`config.mk`:
```
export PLATFORM = sky130hd
export DESIGN_NAME = gpm_top
export DESIGN_NICKNAME = d
export VERILOG_FILES = /design/src/common/gpm_pkg.sv /design/src/rtl/gpm_top.sv
export SDC_FILE = /design/constraint.sdc
export NUM_CORES = 1
export LEC_CHECK = 0
export BUFFER_PORTS_ARGS = -buffer_cell sky130_fd_sc_hd__buf_2
export CORE_ASPECT_RATIO = 0.8
export CORE_MARGIN = 2
export CORE_UTILIZATION = 50
export DETAILED_ROUTE_END_ITERATION = 7
export PLACE_DENSITY = 0.68
export SYNTH_ARGS = -nofsm -noshare
export SYNTH_HDL_FRONTEND = slang
export SYNTH_SLANG_ARGS = --single-unit
```
`constraint.sdc`:
```
create_clock -name clk -period 7.5 [get_ports clk]
set_input_delay 0.75 -clock clk [delete_from_list [all_inputs] [get_ports clk]]
set_output_delay 0.75 -clock clk [all_outputs]
set_load 0.05 [all_outputs]
```
`src/common/gpm_pkg.sv`:
```
// package for the shared-pin gpio multiplexer: register map, field layouts, reset values
package gpm_pkg;
  // pin counts per port
  localparam int NUM_PINS = 25;
  localparam int PA_W = 8;
  localparam int PB_W = 8;
  localparam int PC_W = 8;
  localparam int PD_W = 1;
  // package variants
  typedef enum logic [1:0] {
    GPM_PKG8 = 2'b00,
    GPM_PKG20 = 2'b01,
    GPM_PKG28 = 2'b10
  } gpm_variant_t;
  // register indexes (word offsets on the plain port)
  localparam logic [7:0] REG_PORT_SEL = 8'h00;   // selects port 0..3 (A..D)
  localparam logic [7:0] REG_DIR = 8'h01;        // 1 = input
  localparam logic [7:0] REG_ALT_EN = 8'h02;
  localparam logic [7:0] REG_OPEN_DRAIN = 8'h03;
  localparam logic [7:0] REG_HIGH_DRIVE = 8'h04;
  localparam logic [7:0] REG_PULL_UP = 8'h05;
  localparam logic [7:0] REG_STOP_WAKE = 8'h06;
  localparam logic [7:0] REG_AFS_FIRST = 8'h07;
  localparam logic [7:0] REG_AFS_SECOND = 8'h08;
  localparam logic [7:0] REG_OUT_DATA = 8'h09;
  localparam logic [7:0] REG_IN_DATA = 8'h0A;
  localparam logic [7:0] REG_LED_EN = 8'h0B;
  localparam logic [7:0] REG_LED_LVL_H = 8'h0C;
  localparam logic [7:0] REG_LED_LVL_L = 8'h0D;
  localparam logic [7:0] REG_STATUS = 8'h0E;
  // status register fields
  localparam int ST_DBG_UNLOCK = 0;
  localparam int ST_XTAL = 1;
  // reset values
  localparam logic [7:0] RST_DIR = 8'hFF;        // all inputs
  localparam logic [7:0] RST_ZERO = 8'h00;
  localparam logic [7:0] RST_PD_ALT = 8'h01;     // port d bit 0 starts as reset pin
  // led sink current codes
  localparam logic [1:0] LED_3MA = 2'b00;
  localparam logic [1:0] LED_7MA = 2'b01;
  localparam logic [1:0] LED_13MA = 2'b10;
  localparam logic [1:0] LED_20MA = 2'b11;
  // per-pin control bundle
  typedef struct packed {
    logic dir_in;
    logic alt_en;
    logic open_drain;
    logic high_drive;
    logic pull_up;
    logic stop_wake;
    logic afs_first;
    logic afs_second;
    logic out_data;
  } gpm_pin_cfg_t;
  // per-pin drive result
  typedef struct packed {
    logic out;
    logic oe_n;
  } gpm_pin_drv_t;
endpackage : gpm_pkg

```
`src/rtl/gpm_top.sv`:
```
// shared-pin gpio multiplexer with led sink, shared reset and debug pins
`timescale 1ns/100ps
module gpm_top (
  input wire logic clk,
  input wire logic nrst,
  input wire gpm_pkg::gpm_variant_t variant,
  input wire logic [7:0] addr,
  input wire logic [7:0] wdata,
  input wire logic wr,
  input wire logic rd,
  output logic [7:0] rdata,
  input wire logic [gpm_pkg::NUM_PINS-1:0] pin_in,
  output logic [gpm_pkg::NUM_PINS-1:0] pin_out,
  output logic [gpm_pkg::NUM_PINS-1:0] pin_oe_n,
  output logic [gpm_pkg::NUM_PINS-1:0] pin_pull_up,
  output logic [gpm_pkg::NUM_PINS-1:0] pin_high_drive,
  output logic [gpm_pkg::NUM_PINS-1:0] pin_stop_wake,
  output logic [gpm_pkg::NUM_PINS-1:0] pin_alt_sel,
  output logic [7:0] led_sink_on,
  output logic [15:0] led_level,
  input wire logic [gpm_pkg::NUM_PINS-1:0] periph_out,
  input wire logic [gpm_pkg::NUM_PINS-1:0] periph_oe_n,
  output logic [gpm_pkg::NUM_PINS-1:0] periph_in,
  input wire logic xtal_en,
  input wire logic timer0_out_mode,
  input wire logic timer1_out_mode,
  input wire logic dbg_unlock_seen,
  input wire logic sys_reset,
  output logic dbg_unlocked,
  output logic ext_reset_req
);
  ////////////////////////////////////////////////////////////////////////////
  // reset synchroniser and input synchroniser
  logic rst_meta;
  logic rst_n;
  logic [gpm_pkg::NUM_PINS-1:0] in_meta;
  logic [gpm_pkg::NUM_PINS-1:0] in_sync;
  always_ff @(posedge clk or negedge nrst) begin
    if (!nrst) begin
      rst_meta <= 1'b0;
      rst_n <= 1'b0;
    end else begin
      rst_meta <= 1'b1;
      rst_n <= rst_meta;
    end
  end
  always_ff @(posedge clk or negedge nrst) begin
    if (!nrst) begin
      in_meta <= '0;
      in_sync <= '0;
    end else begin
      in_meta <= pin_in;
      in_sync <= in_meta;
    end
  end
  // system reset active while either source is asserted
  logic in_reset;
  assign in_reset = !rst_n || sys_reset;

  ////////////////////////////////////////////////////////////////////////////
  // control registers, one byte per port per field
  logic [1:0] port_sel;
  logic [3:0][7:0] dir_r, alt_r, od_r, hd_r, pu_r, sw_r, alt_function_select_first_r, alt_function_select_second_r, out_r;
  logic [7:0] led_en_r, lvl_h_r, lvl_l_r;
  logic [7:0] valid_mask;
  logic [gpm_pkg::NUM_PINS-1:0] flat_in;
  logic [gpm_pkg::NUM_PINS-1:0] sync_rd;
  // valid pins of the selected port for this variant
  always_comb begin
    valid_mask = 8'h00;
    case (port_sel)
      2'd0: valid_mask = (variant == gpm_pkg::GPM_PKG8) ? 8'h3F : 8'hFF;
      2'd1: valid_mask = (variant == gpm_pkg::GPM_PKG8) ? 8'h00 :
                         (variant == gpm_pkg::GPM_PKG20) ? 8'h0F : 8'hFF;
      2'd2: valid_mask = (variant == gpm_pkg::GPM_PKG8) ? 8'h00 :
                         (variant == gpm_pkg::GPM_PKG20) ? 8'h0F : 8'hFF;
      2'd3: valid_mask = (variant == gpm_pkg::GPM_PKG8) ? 8'h00 : 8'h01;
      default: valid_mask = 8'h00;
    endcase
  end
  // port select register
  always_ff @(posedge clk or negedge nrst) begin
    if (!nrst) begin
      port_sel <= 2'd0;
    end else if (wr && addr == gpm_pkg::REG_PORT_SEL) begin
      port_sel <= wdata[1:0];
    end
  end
  // per-field writes only touch the addressed port's bits
  always_ff @(posedge clk or negedge nrst) begin
    if (!nrst) begin
      dir_r <= {4{gpm_pkg::RST_DIR}};
      od_r <= '0;
      hd_r <= '0;
      pu_r <= '0;
      sw_r <= '0;
      alt_function_select_first_r <= '0;
      alt_function_select_second_r <= '0;
      out_r <= '0;
    end else if (wr) begin
      case (addr)
        gpm_pkg::REG_DIR: dir_r[port_sel] <= wdata & valid_mask;
        gpm_pkg::REG_OPEN_DRAIN: od_r[port_sel] <= wdata & valid_mask;
        gpm_pkg::REG_HIGH_DRIVE: hd_r[port_sel] <= wdata & valid_mask;
        gpm_pkg::REG_PULL_UP: pu_r[port_sel] <= wdata & valid_mask;
        gpm_pkg::REG_STOP_WAKE: sw_r[port_sel] <= wdata & valid_mask;
        gpm_pkg::REG_AFS_FIRST: if (port_sel != 2'd0) alt_function_select_first_r[port_sel] <= wdata & valid_mask;
        gpm_pkg::REG_AFS_SECOND: if (port_sel >= 2'd2) alt_function_select_second_r[port_sel] <= wdata & valid_mask;
        gpm_pkg::REG_OUT_DATA: out_r[port_sel] <= wdata & valid_mask;
        default: ;
      endcase
    end
  end
  // alternate enable; shared reset pin reverts on any system reset
  always_ff @(posedge clk or negedge nrst) begin
    if (!nrst) begin
      alt_r <= {gpm_pkg::RST_PD_ALT, gpm_pkg::RST_ZERO, gpm_pkg::RST_ZERO, gpm_pkg::RST_ZERO};
    end else if (in_reset) begin
      alt_r[3][0] <= 1'b1;
      alt_r[0][2] <= (variant == gpm_pkg::GPM_PKG8) ? 1'b1 : alt_r[0][2];
    end else if (wr && addr == gpm_pkg::REG_ALT_EN) begin
      alt_r[port_sel] <= wdata & valid_mask;
    end
  end
  // led control registers, port c only
  always_ff @(posedge clk or negedge nrst) begin
    if (!nrst) begin
      led_en_r <= gpm_pkg::RST_ZERO;
      lvl_h_r <= gpm_pkg::RST_ZERO;
      lvl_l_r <= gpm_pkg::RST_ZERO;
    end else if (wr) begin
      case (addr)
        gpm_pkg::REG_LED_EN: led_en_r <= wdata;
        gpm_pkg::REG_LED_LVL_H: lvl_h_r <= wdata;
        gpm_pkg::REG_LED_LVL_L: lvl_l_r <= wdata;
        default: ;
      endcase
    end
  end

  ////////////////////////////////////////////////////////////////////////////
  // debug pin unlock latch: sampled only while in reset
  logic dbg_lock_open;
  always_ff @(posedge clk or negedge nrst) begin
    if (!nrst) begin
      dbg_lock_open <= 1'b0;
    end else if (in_reset) begin
      dbg_lock_open <= (variant == gpm_pkg::GPM_PKG8) && dbg_unlock_seen;
    end
  end
  assign dbg_unlocked = dbg_lock_open; // stays until next reset

  ////////////////////////////////////////////////////////////////////////////
  // per-pin multiplexing
  gpm_pkg::gpm_pin_drv_t [gpm_pkg::NUM_PINS-1:0] drv;
  gpm_pkg::gpm_pin_cfg_t [gpm_pkg::NUM_PINS-1:0] cfg;
  logic [gpm_pkg::NUM_PINS-1:0] led_mode;
  logic [gpm_pkg::NUM_PINS-1:0] pin_present;
  genvar g;
  generate
    for (g = 0; g < gpm_pkg::NUM_PINS; g++) begin : g_pin
      localparam int P = (g < 8) ? 0 : (g < 16) ? 1 : (g < 24) ? 2 : 3;
      localparam int B = g - 8 * P;
      assign cfg[g] = '{dir_in: dir_r[P][B], alt_en: alt_r[P][B], open_drain: od_r[P][B],
                        high_drive: hd_r[P][B], pull_up: pu_r[P][B], stop_wake: sw_r[P][B],
                        afs_first: alt_function_select_first_r[P][B], afs_second: alt_function_select_second_r[P][B], out_data: out_r[P][B]};
      // led mode only through the first alternate set bit on port c
      if (P == 2) begin : g_led
        assign led_mode[g] = cfg[g].alt_en && cfg[g].afs_first;
        assign led_sink_on[B] = led_mode[g] && led_en_r[B];
        assign led_level[2*B+1:2*B] = {lvl_h_r[B], lvl_l_r[B]};
      end else begin : g_noled
        assign led_mode[g] = 1'b0;
      end
      always_comb begin
        drv[g] = '{out: 1'b0, oe_n: 1'b1};
        if (!pin_present[g]) begin
          drv[g] = '{out: 1'b0, oe_n: 1'b1};
        end else if (xtal_en && P == 0 && B < 2) begin
          drv[g] = '{out: 1'b0, oe_n: 1'b1}; // oscillator owns the pin
        end else if (led_mode[g]) begin
          drv[g] = '{out: 1'b0, oe_n: !led_sink_on[B % 8]}; // sink only when enabled
        end else if (cfg[g].alt_en) begin
          drv[g] = '{out: periph_out[g], oe_n: periph_oe_n[g]};
          if (cfg[g].open_drain && periph_out[g]) drv[g].oe_n = 1'b1;
        end else if (!cfg[g].dir_in || (P == 3)) begin
          // port d bit 0 is output only open drain releases a one
          drv[g] = '{out: cfg[g].out_data, oe_n: cfg[g].open_drain && cfg[g].out_data};
        end
      end
    end
  endgenerate
  // pins existing in this variant
  always_comb begin
    pin_present = '0;
    case (variant)
      gpm_pkg::GPM_PKG8: pin_present[5:0] = 6'h3F;
      gpm_pkg::GPM_PKG20: pin_present = {1'b1, 8'h0F, 8'h0F, 8'hFF};
      gpm_pkg::GPM_PKG28: pin_present = {1'b1, 8'hFF, 8'hFF, 8'hFF};
      default: pin_present = '0;
    endcase
  end
  // debug pin leaves the port once unlocked; port d bit 0 feeds no input
  always_comb begin
    for (int i = 0; i < gpm_pkg::NUM_PINS; i++) begin
      pin_out[i] = drv[i].out;
      pin_oe_n[i] = drv[i].oe_n;
      pin_pull_up[i] = cfg[i].pull_up && pin_present[i];
      pin_high_drive[i] = cfg[i].high_drive;
      pin_stop_wake[i] = cfg[i].stop_wake;
      pin_alt_sel[i] = cfg[i].alt_en;
      flat_in[i] = in_sync[i] && pin_present[i];
    end
    if (dbg_lock_open) begin
      pin_oe_n[0] = 1'b1;
    end
    flat_in[24] = 1'b0; // no input path on port d bit 0
    if (dbg_lock_open) flat_in[0] = 1'b0;
  end
  assign periph_in = flat_in;
  assign sync_rd = flat_in;
  // shared reset pin held low asserts reset towards the system
  assign ext_reset_req = ((variant == gpm_pkg::GPM_PKG8) ? (alt_r[0][2] && !in_sync[2])
                                                         : (alt_r[3][0] && !in_sync[24]));

  ////////////////////////////////////////////////////////////////////////////
  // read data, one cycle after the strobe
  logic [7:0] next_rdata;
  logic [31:0] in_pad;
  assign in_pad = {7'h00, sync_rd};
  always_comb begin
    next_rdata = 8'h00;
    case (addr)
      gpm_pkg::REG_PORT_SEL: next_rdata = {6'h00, port_sel};
      gpm_pkg::REG_DIR: next_rdata = dir_r[port_sel];
      gpm_pkg::REG_ALT_EN: next_rdata = alt_r[port_sel];
      gpm_pkg::REG_OPEN_DRAIN: next_rdata = od_r[port_sel];
      gpm_pkg::REG_HIGH_DRIVE: next_rdata = hd_r[port_sel];
      gpm_pkg::REG_PULL_UP: next_rdata = pu_r[port_sel];
      gpm_pkg::REG_STOP_WAKE: next_rdata = sw_r[port_sel];
      gpm_pkg::REG_AFS_FIRST: next_rdata = alt_function_select_first_r[port_sel];
      gpm_pkg::REG_AFS_SECOND: next_rdata = alt_function_select_second_r[port_sel];
      gpm_pkg::REG_OUT_DATA: next_rdata = out_r[port_sel];
      gpm_pkg::REG_IN_DATA: next_rdata = in_pad[8*port_sel +: 8] & valid_mask;
      gpm_pkg::REG_LED_EN: next_rdata = led_en_r;
      gpm_pkg::REG_LED_LVL_H: next_rdata = lvl_h_r;
      gpm_pkg::REG_LED_LVL_L: next_rdata = lvl_l_r;
      gpm_pkg::REG_STATUS: next_rdata = {6'h00, xtal_en, dbg_lock_open};
      default: next_rdata = 8'h00;
    endcase
  end
  always_ff @(posedge clk or negedge nrst) begin
    if (!nrst) begin
      rdata <= 8'h00;
    end else if (rd) begin
      rdata <= next_rdata;
    end else begin
      rdata <= 8'h00;
    end
  end
endmodule : gpm_top

```
* After elaboration in Yosys (flattened, before gate mapping)
Index checks and enable logic that the tools add are counted.
Storage, ports and cells: input bits 102, flip-flop bits (word level) 375, logic and storage cells 382, memory bits (writable) 0, output and inout port bits 209, latch bits 0, memories 0, ROM bits 0
Operators by class: div/mod/pow operators 0, eq/ne operators 20, reductions and logical operators 153, bitwise gates (word level) 3, shifts and indexed selects 1, magnitude comparators 3, multiplexer cells 154, add/subtract/negate cells 0, multiply operators 0
Operators by type and width (number):
- bitwise mux 32 bit | 9
- 2-to-1 mux 2 bit | 84
- binary-select mux 8 bit (select 2 bit) | 9
- logical AND 1 bit | 121
- case mux 8 bit (15 select lines) | 1
- 2-to-1 mux 8 bit | 14
- equality test 8 x 4 -> 1 bit, second input constant | 7
- case mux 19 bit (2 select lines) | 1
- equality test 8 x 3 -> 1 bit, second input constant | 4
- 2-to-1 mux 1 bit | 32
- indexed part select 32 x 6 -> 8 bit | 1
- 2-to-1 mux 25 bit | 1
- case mux 8 bit (3 select lines) | 1
- AND reduction 2 bit | 11
- AND 8 bit | 2
- demux 8 bit (select 2 bit) | 1
- equality test 8 x 2 -> 1 bit, second input constant | 2
- zero test 1 bit | 11
- equality test 8 x 1 -> 1 bit, second input constant | 1
- zero test 8 bit | 1
- equality test 2 bit, second input constant | 3
- 2-to-1 mux 6 bit | 1
- AND reduction 3 bit | 2
- equality test 2 x 1 -> 1 bit, second input constant | 2
- other kinds (10) | 12

* Longest topological paths before layout
depth in word-level cells 9, mapped depth 10, depth with buffers taken out 7

* Worst setup path after synthesis
OpenSTA, ideal clock, no wires.
kind input to output, start point input variant[0], end point output pin_out[16] (netlist name), data arrival time 2543 ps, buffers on the path 1, required time 6750 ps, cell stages on the path 4, slack 4207 ps, path through inv_1 ha_1 clkbuf_1 a21boi_0
On the way: longest elaborated chain between the ends 3, elaborated cells on any way between the ends 4, classes of those cells eq/ne: 2; mux: 2
Ends and longest elaborated chain:
- start, declared | line gpm_top.sv:6 | input wire gpm_pkg::gpm_variant_t variant,
- equality test 2 bit / equality test 2 x 1 -> 1 bit (equally long branches) | line gpm_top.sv:196 | case (variant)
- case mux 19 bit (2 select lines) * | line gpm_top.sv:196
- 2-to-1 mux 2 bit * | line gpm_top.sv:177 | if (!pin_present[g]) begin
- end, declared | line gpm_top.sv:13 | output logic [gpm_pkg::NUM_PINS-1:0] pin_out,
Every way passes the cells marked *; elsewhere a longest branch is shown, timed or not.

* Final worst setup path
start point register port_sel[1], end point register alt_function_select_second_r[7] (netlist name)
On the way: longest elaborated chain between the ends 5, elaborated cells on any way between the ends 15, classes of those cells order compare: 3; eq/ne: 3; mux: 4; bitwise: 1; reduce/logical: 4
Ends and longest elaborated chain:
- start, declared | line gpm_top.sv:62 | logic [1:0] port_sel;
- start signal, assigned | line gpm_top.sv:86 | port_sel <= wdata[1:0];
- less-than comparator 2 x 3 -> 1 bit (implied by the code), or another cell as far along | line gpm_top.sv:108 | gpm_pkg::REG_AFS_SECOND: if (port_sel >= 2'd2) alt_function_select_second_r[port_sel] <= wdata & valid_mask;
- logical AND 1 bit (implied by the code) / OR reduction 2 bit (equally long branches)
- 2-to-1 mux 8 bit (implied by the code) / case mux 8 bit (3 select lines) (equally long branches) | line gpm_top.sv:108, gpm_top.sv:71
- demux 8 bit (select 2 bit) / AND 8 bit (equally long branches) | line gpm_top.sv:108
- bitwise mux 32 bit | line gpm_top.sv:108
- end signal, assigned by index | line gpm_top.sv:108
- end, declared | line gpm_top.sv:63 | logic [3:0][7:0] dir_r, alt_r, od_r, hd_r, pu_r, sw_r, alt_function_select_first_r, alt_function_select_second ...
Several ways; a longest one is shown, not always the timed one. A chain may end at the register's enable or synchronous reset.

==> impl_metrics.toml <==
[outcome]
outcome = "finished clean"

[grt]
grt_pass1_vias = 14100
grt_pass1_wl_um = 88500
grt_max_degree = 104
antenna_found_initial = 3
globalRouteTotalUtil = 0.309
grt_overflow = 0

[timing]
period_minus_slack_ns = 4.27
tightest_slew_ns = 1.31
setup_tns_ns = 0
final.setup.worst_slack_ns = 3.23
period_share = 0.569
fmax_ghz = 0.234
clock_skew_ns = 0.0333
final-setup-viol-count = 0
slew_headroom = 0.124
final-hold-violation-count = 0
hold_ws_ns = 0.237
finalMaxSlewViolations = 0
rsz0062_at_grt = "no"

[drt]
vias_per_cell = 6.03
num_vias = 14800
drc_errors = 0
drtIter0Drc = 1762
routed_wl_um = 60200
first_pass_iters = 5
wire_per_inst_um = 24.6
ant_nets = 0

[logic_synthesis]
synth_flop_cell = "dfrtp_1"
synth_area_mm2 = 0.0186
synth_seq_cells = 375
synthTopCellsByArea = "dfrtp_1 46%, mux4_2 8.4%, o21ai_0 8.2%"
yosysSeqAreaShare = 0.508
yosysTopAreaCellShare = 0.461
synth_cell_types = 68
postSynthAreaPerCell_um2 = 10.5
synthCells = 1768
synth_edf_count = 0
async_flop_share = 1.00
yosysTopAreaCell = "dfrtp_1"
yosysWarnings = 0
synth_fp_nets = 1880

[cells_and_area]
final_net_count = 2046
fin_util = 0.570
drive_gt1_frac = 0.294
final_cell_mix = "340 x dfrtp_1, 329 x nand2_1, 306 x buf_2"
layout_commonest_cell = "dfrtp_1"
syn_to_final_growth_pct = 12.9

[critical_path]
worstPathCellList = "clkinv_1 > ha_1 > or3b_1 > mux2i_1 > nand2_1 > o31ai_1"
cp.arrival_ns = 4.67
cp.required_ns = 7.90
critPathMaxStageDelay_ns = 0.85
end_kind = "register"
crit_slowest_cell = "dfrtp_4"
critPathKind = "reg -> reg"
cp-start-kind = "register"
crit_path_start = "port_sel[1]$_DFFE_PN0P_"
critPathMaxFanout = 39
rrSetupSlack_ns = 3.23
crit_end = "alt_function_select_second_r[7]$_DFFE_PN0P_"
r2r-end = "alt_function_select_second_r[7]$_DFFE_PN0P_"
reg2regPathDepth = 6
r2r_start = "port_sel[1]$_DFFE_PN0P_"

[power]
peakVddDrop_uv = 165
combPwrFrac = 0.104
power_density_mw_per_mm2 = 214
swShare = 0.266
p_clk_frac = 0.429
intPower_mw = 3.29
power_switching_mw = 1.19
leakagePower_nw = 9.55
seq_power_share = 0.467

[worst_hold_path]
hp-class = "in -> async"

[clock_network]
cts_root_buffer = "clkbuf_16"
cts_tree = "yes"
insertion_delay_ns = 0.54
cts.sinks = 375
cts_buffers = 39
cts_hold_buf = 0
cts_buffer_depth = 3
cts_max_level = 2
clk_pin_slew_ns = 0.06
cts_resized = 0
cts_setup_buffers = 0

[die]
die-area_mm2 = 0.0387
core_area_mm2 = 0.0368
die_h_um = 176
initial_core_util = 0.505
num_rows = 63
die_x_um = 219
pin_count = 311

[place]
port_buffers = 307
gp_congestion = 0.903
pre_cts_ws_ns = 3.36
hpwl_um = 42600

[job]
max-cap-violations = 0
critical path: cells and delay by family (launching register included):
kind | cells | cell delay, ns
buffers and inverters | 1 | 0.69
flip-flops | 1 | 0.85
multiplexers | 1 | 0.36
adder cells (fa/ha/maj) | 1 | 0.58
AND/OR/NAND/NOR | 2 | 1.18
AO/OA/AOI/OAI | 1 | 0.48
worst min path at each step:
stage | startpoint | end | slack [ns] | cells after the start
after floorplan | in_meta[0]$_DFF_PN0_ | in_sync[0]$_DFF_PN0_ | 0.33 | 0
after global placement | in_meta[21]$_DFF_PN0_ | in_sync[21]$_DFF_PN0_ | 0.33 | 0
after detailed placement | in_meta[2]$_DFF_PN0_ | in_sync[2]$_DFF_PN0_ | 0.33 | 0
after CTS | nrst | cfg[159]$_DFFE_PN0P_ | 0.29 | 1
after global routing | pin_in[11] | in_meta[11]$_DFF_PN0_ | 0.30 | 1
final | nrst | cfg[15]$_DFFE_PN0P_ | 0.24 | 1
cell usage after synthesis, types with 10 or more instances:
library cell,count
mux2i_1,33
inv_1,11
and3_1,23
a21oi_1,42
nor2_1,30
ha_1,10
o31ai_1,10
clkbuf_1,86
mux4_2,69
nor3b_1,15
nand2_1,329
dfstp_2,33
dfrtp_1,342
buf_2,23
and2_1,46
nor2b_1,30
a31oi_1,12
nand3_1,40
mux2_2,56
o21ai_0,303
buf_4,85
nand3b_1,10
nand4_1,15
stage by stage:
stage,power (mW),cell area [um2],instances
global placement,2.59,19700,2380
floorplan,2.41,18600,1768
finish,4.49,21000,2452
detailed placement,2.59,19700,2380
global route,4.61,21000,2452
CTS,4.50,21000,2449
flip-flops by register name, summed over array words and instances (netlist names):
register                      cells
sw_r                              7
port_sel                          2
alt_function_select_second_r     32
pu_r                              7
rst_meta                          1
pin_high_drive                   25
alt_r                             7
pin_alt_sel                      25
lvl_h_r                           8
dbg_unlocked                      1
alt_function_select_first_r      32
rst_n                             1
lvl_l_r                           8
in_meta                          25
cfg                             100
hd_r                              7
rdata                             8
led_en_r                          8
pin_stop_wake                    25
dir_r                             7
in_sync                          25
out_r                             7
od_r                              7
cell families (layout without fill, tap and decap cells):
family	after synthesis	after routing	share of synthesized area
buffers and inverters	219	413	0.0676
flip-flops	375	375	0.508
adder cells (fa/ha/maj)	10	10	0.00674
AO/OA/AOI/OAI	423	423	0.126
AND/OR/NAND/NOR	581	581	0.156
multiplexers	158	158	0.135
other	2	5	0.000404
per-layer routing:
metal | up-vias | part of all wire | global-route usage
met4 | 0 | 0.039 | 0.116
met3 | 148 | 0.10 | 0.0853
met5 | - | 0 | 0
met1 | 7416 | 0.42 | 0.437
met2 | 726 | 0.44 | 0.457
li1 | 6502 | - | -
area by class of cell:
cell class              instances  area (um2)
well taps                     487         609
fillers                      3167       15800
clock buffers                  52        1070
flip-flops and latches        375        9430
repair buffers                331        1730
diodes                          3        7.51
multi-input cells            1174        7900
inverters                      13        48.8
clock inverters                17         174
power by group through the flow:
stage          Clock [mW]  Combinational (mW)  Sequential, mW
2_1_floorplan           0               0.279            2.13
3_3_place_gp            0               0.459            2.13
3_5_place_dp            0               0.463            2.13
4_1_cts              1.94               0.465            2.09
5_1_grt              2.02               0.494            2.10
6_report             1.93               0.467            2.09
Power figures use the tool's default switching activity.
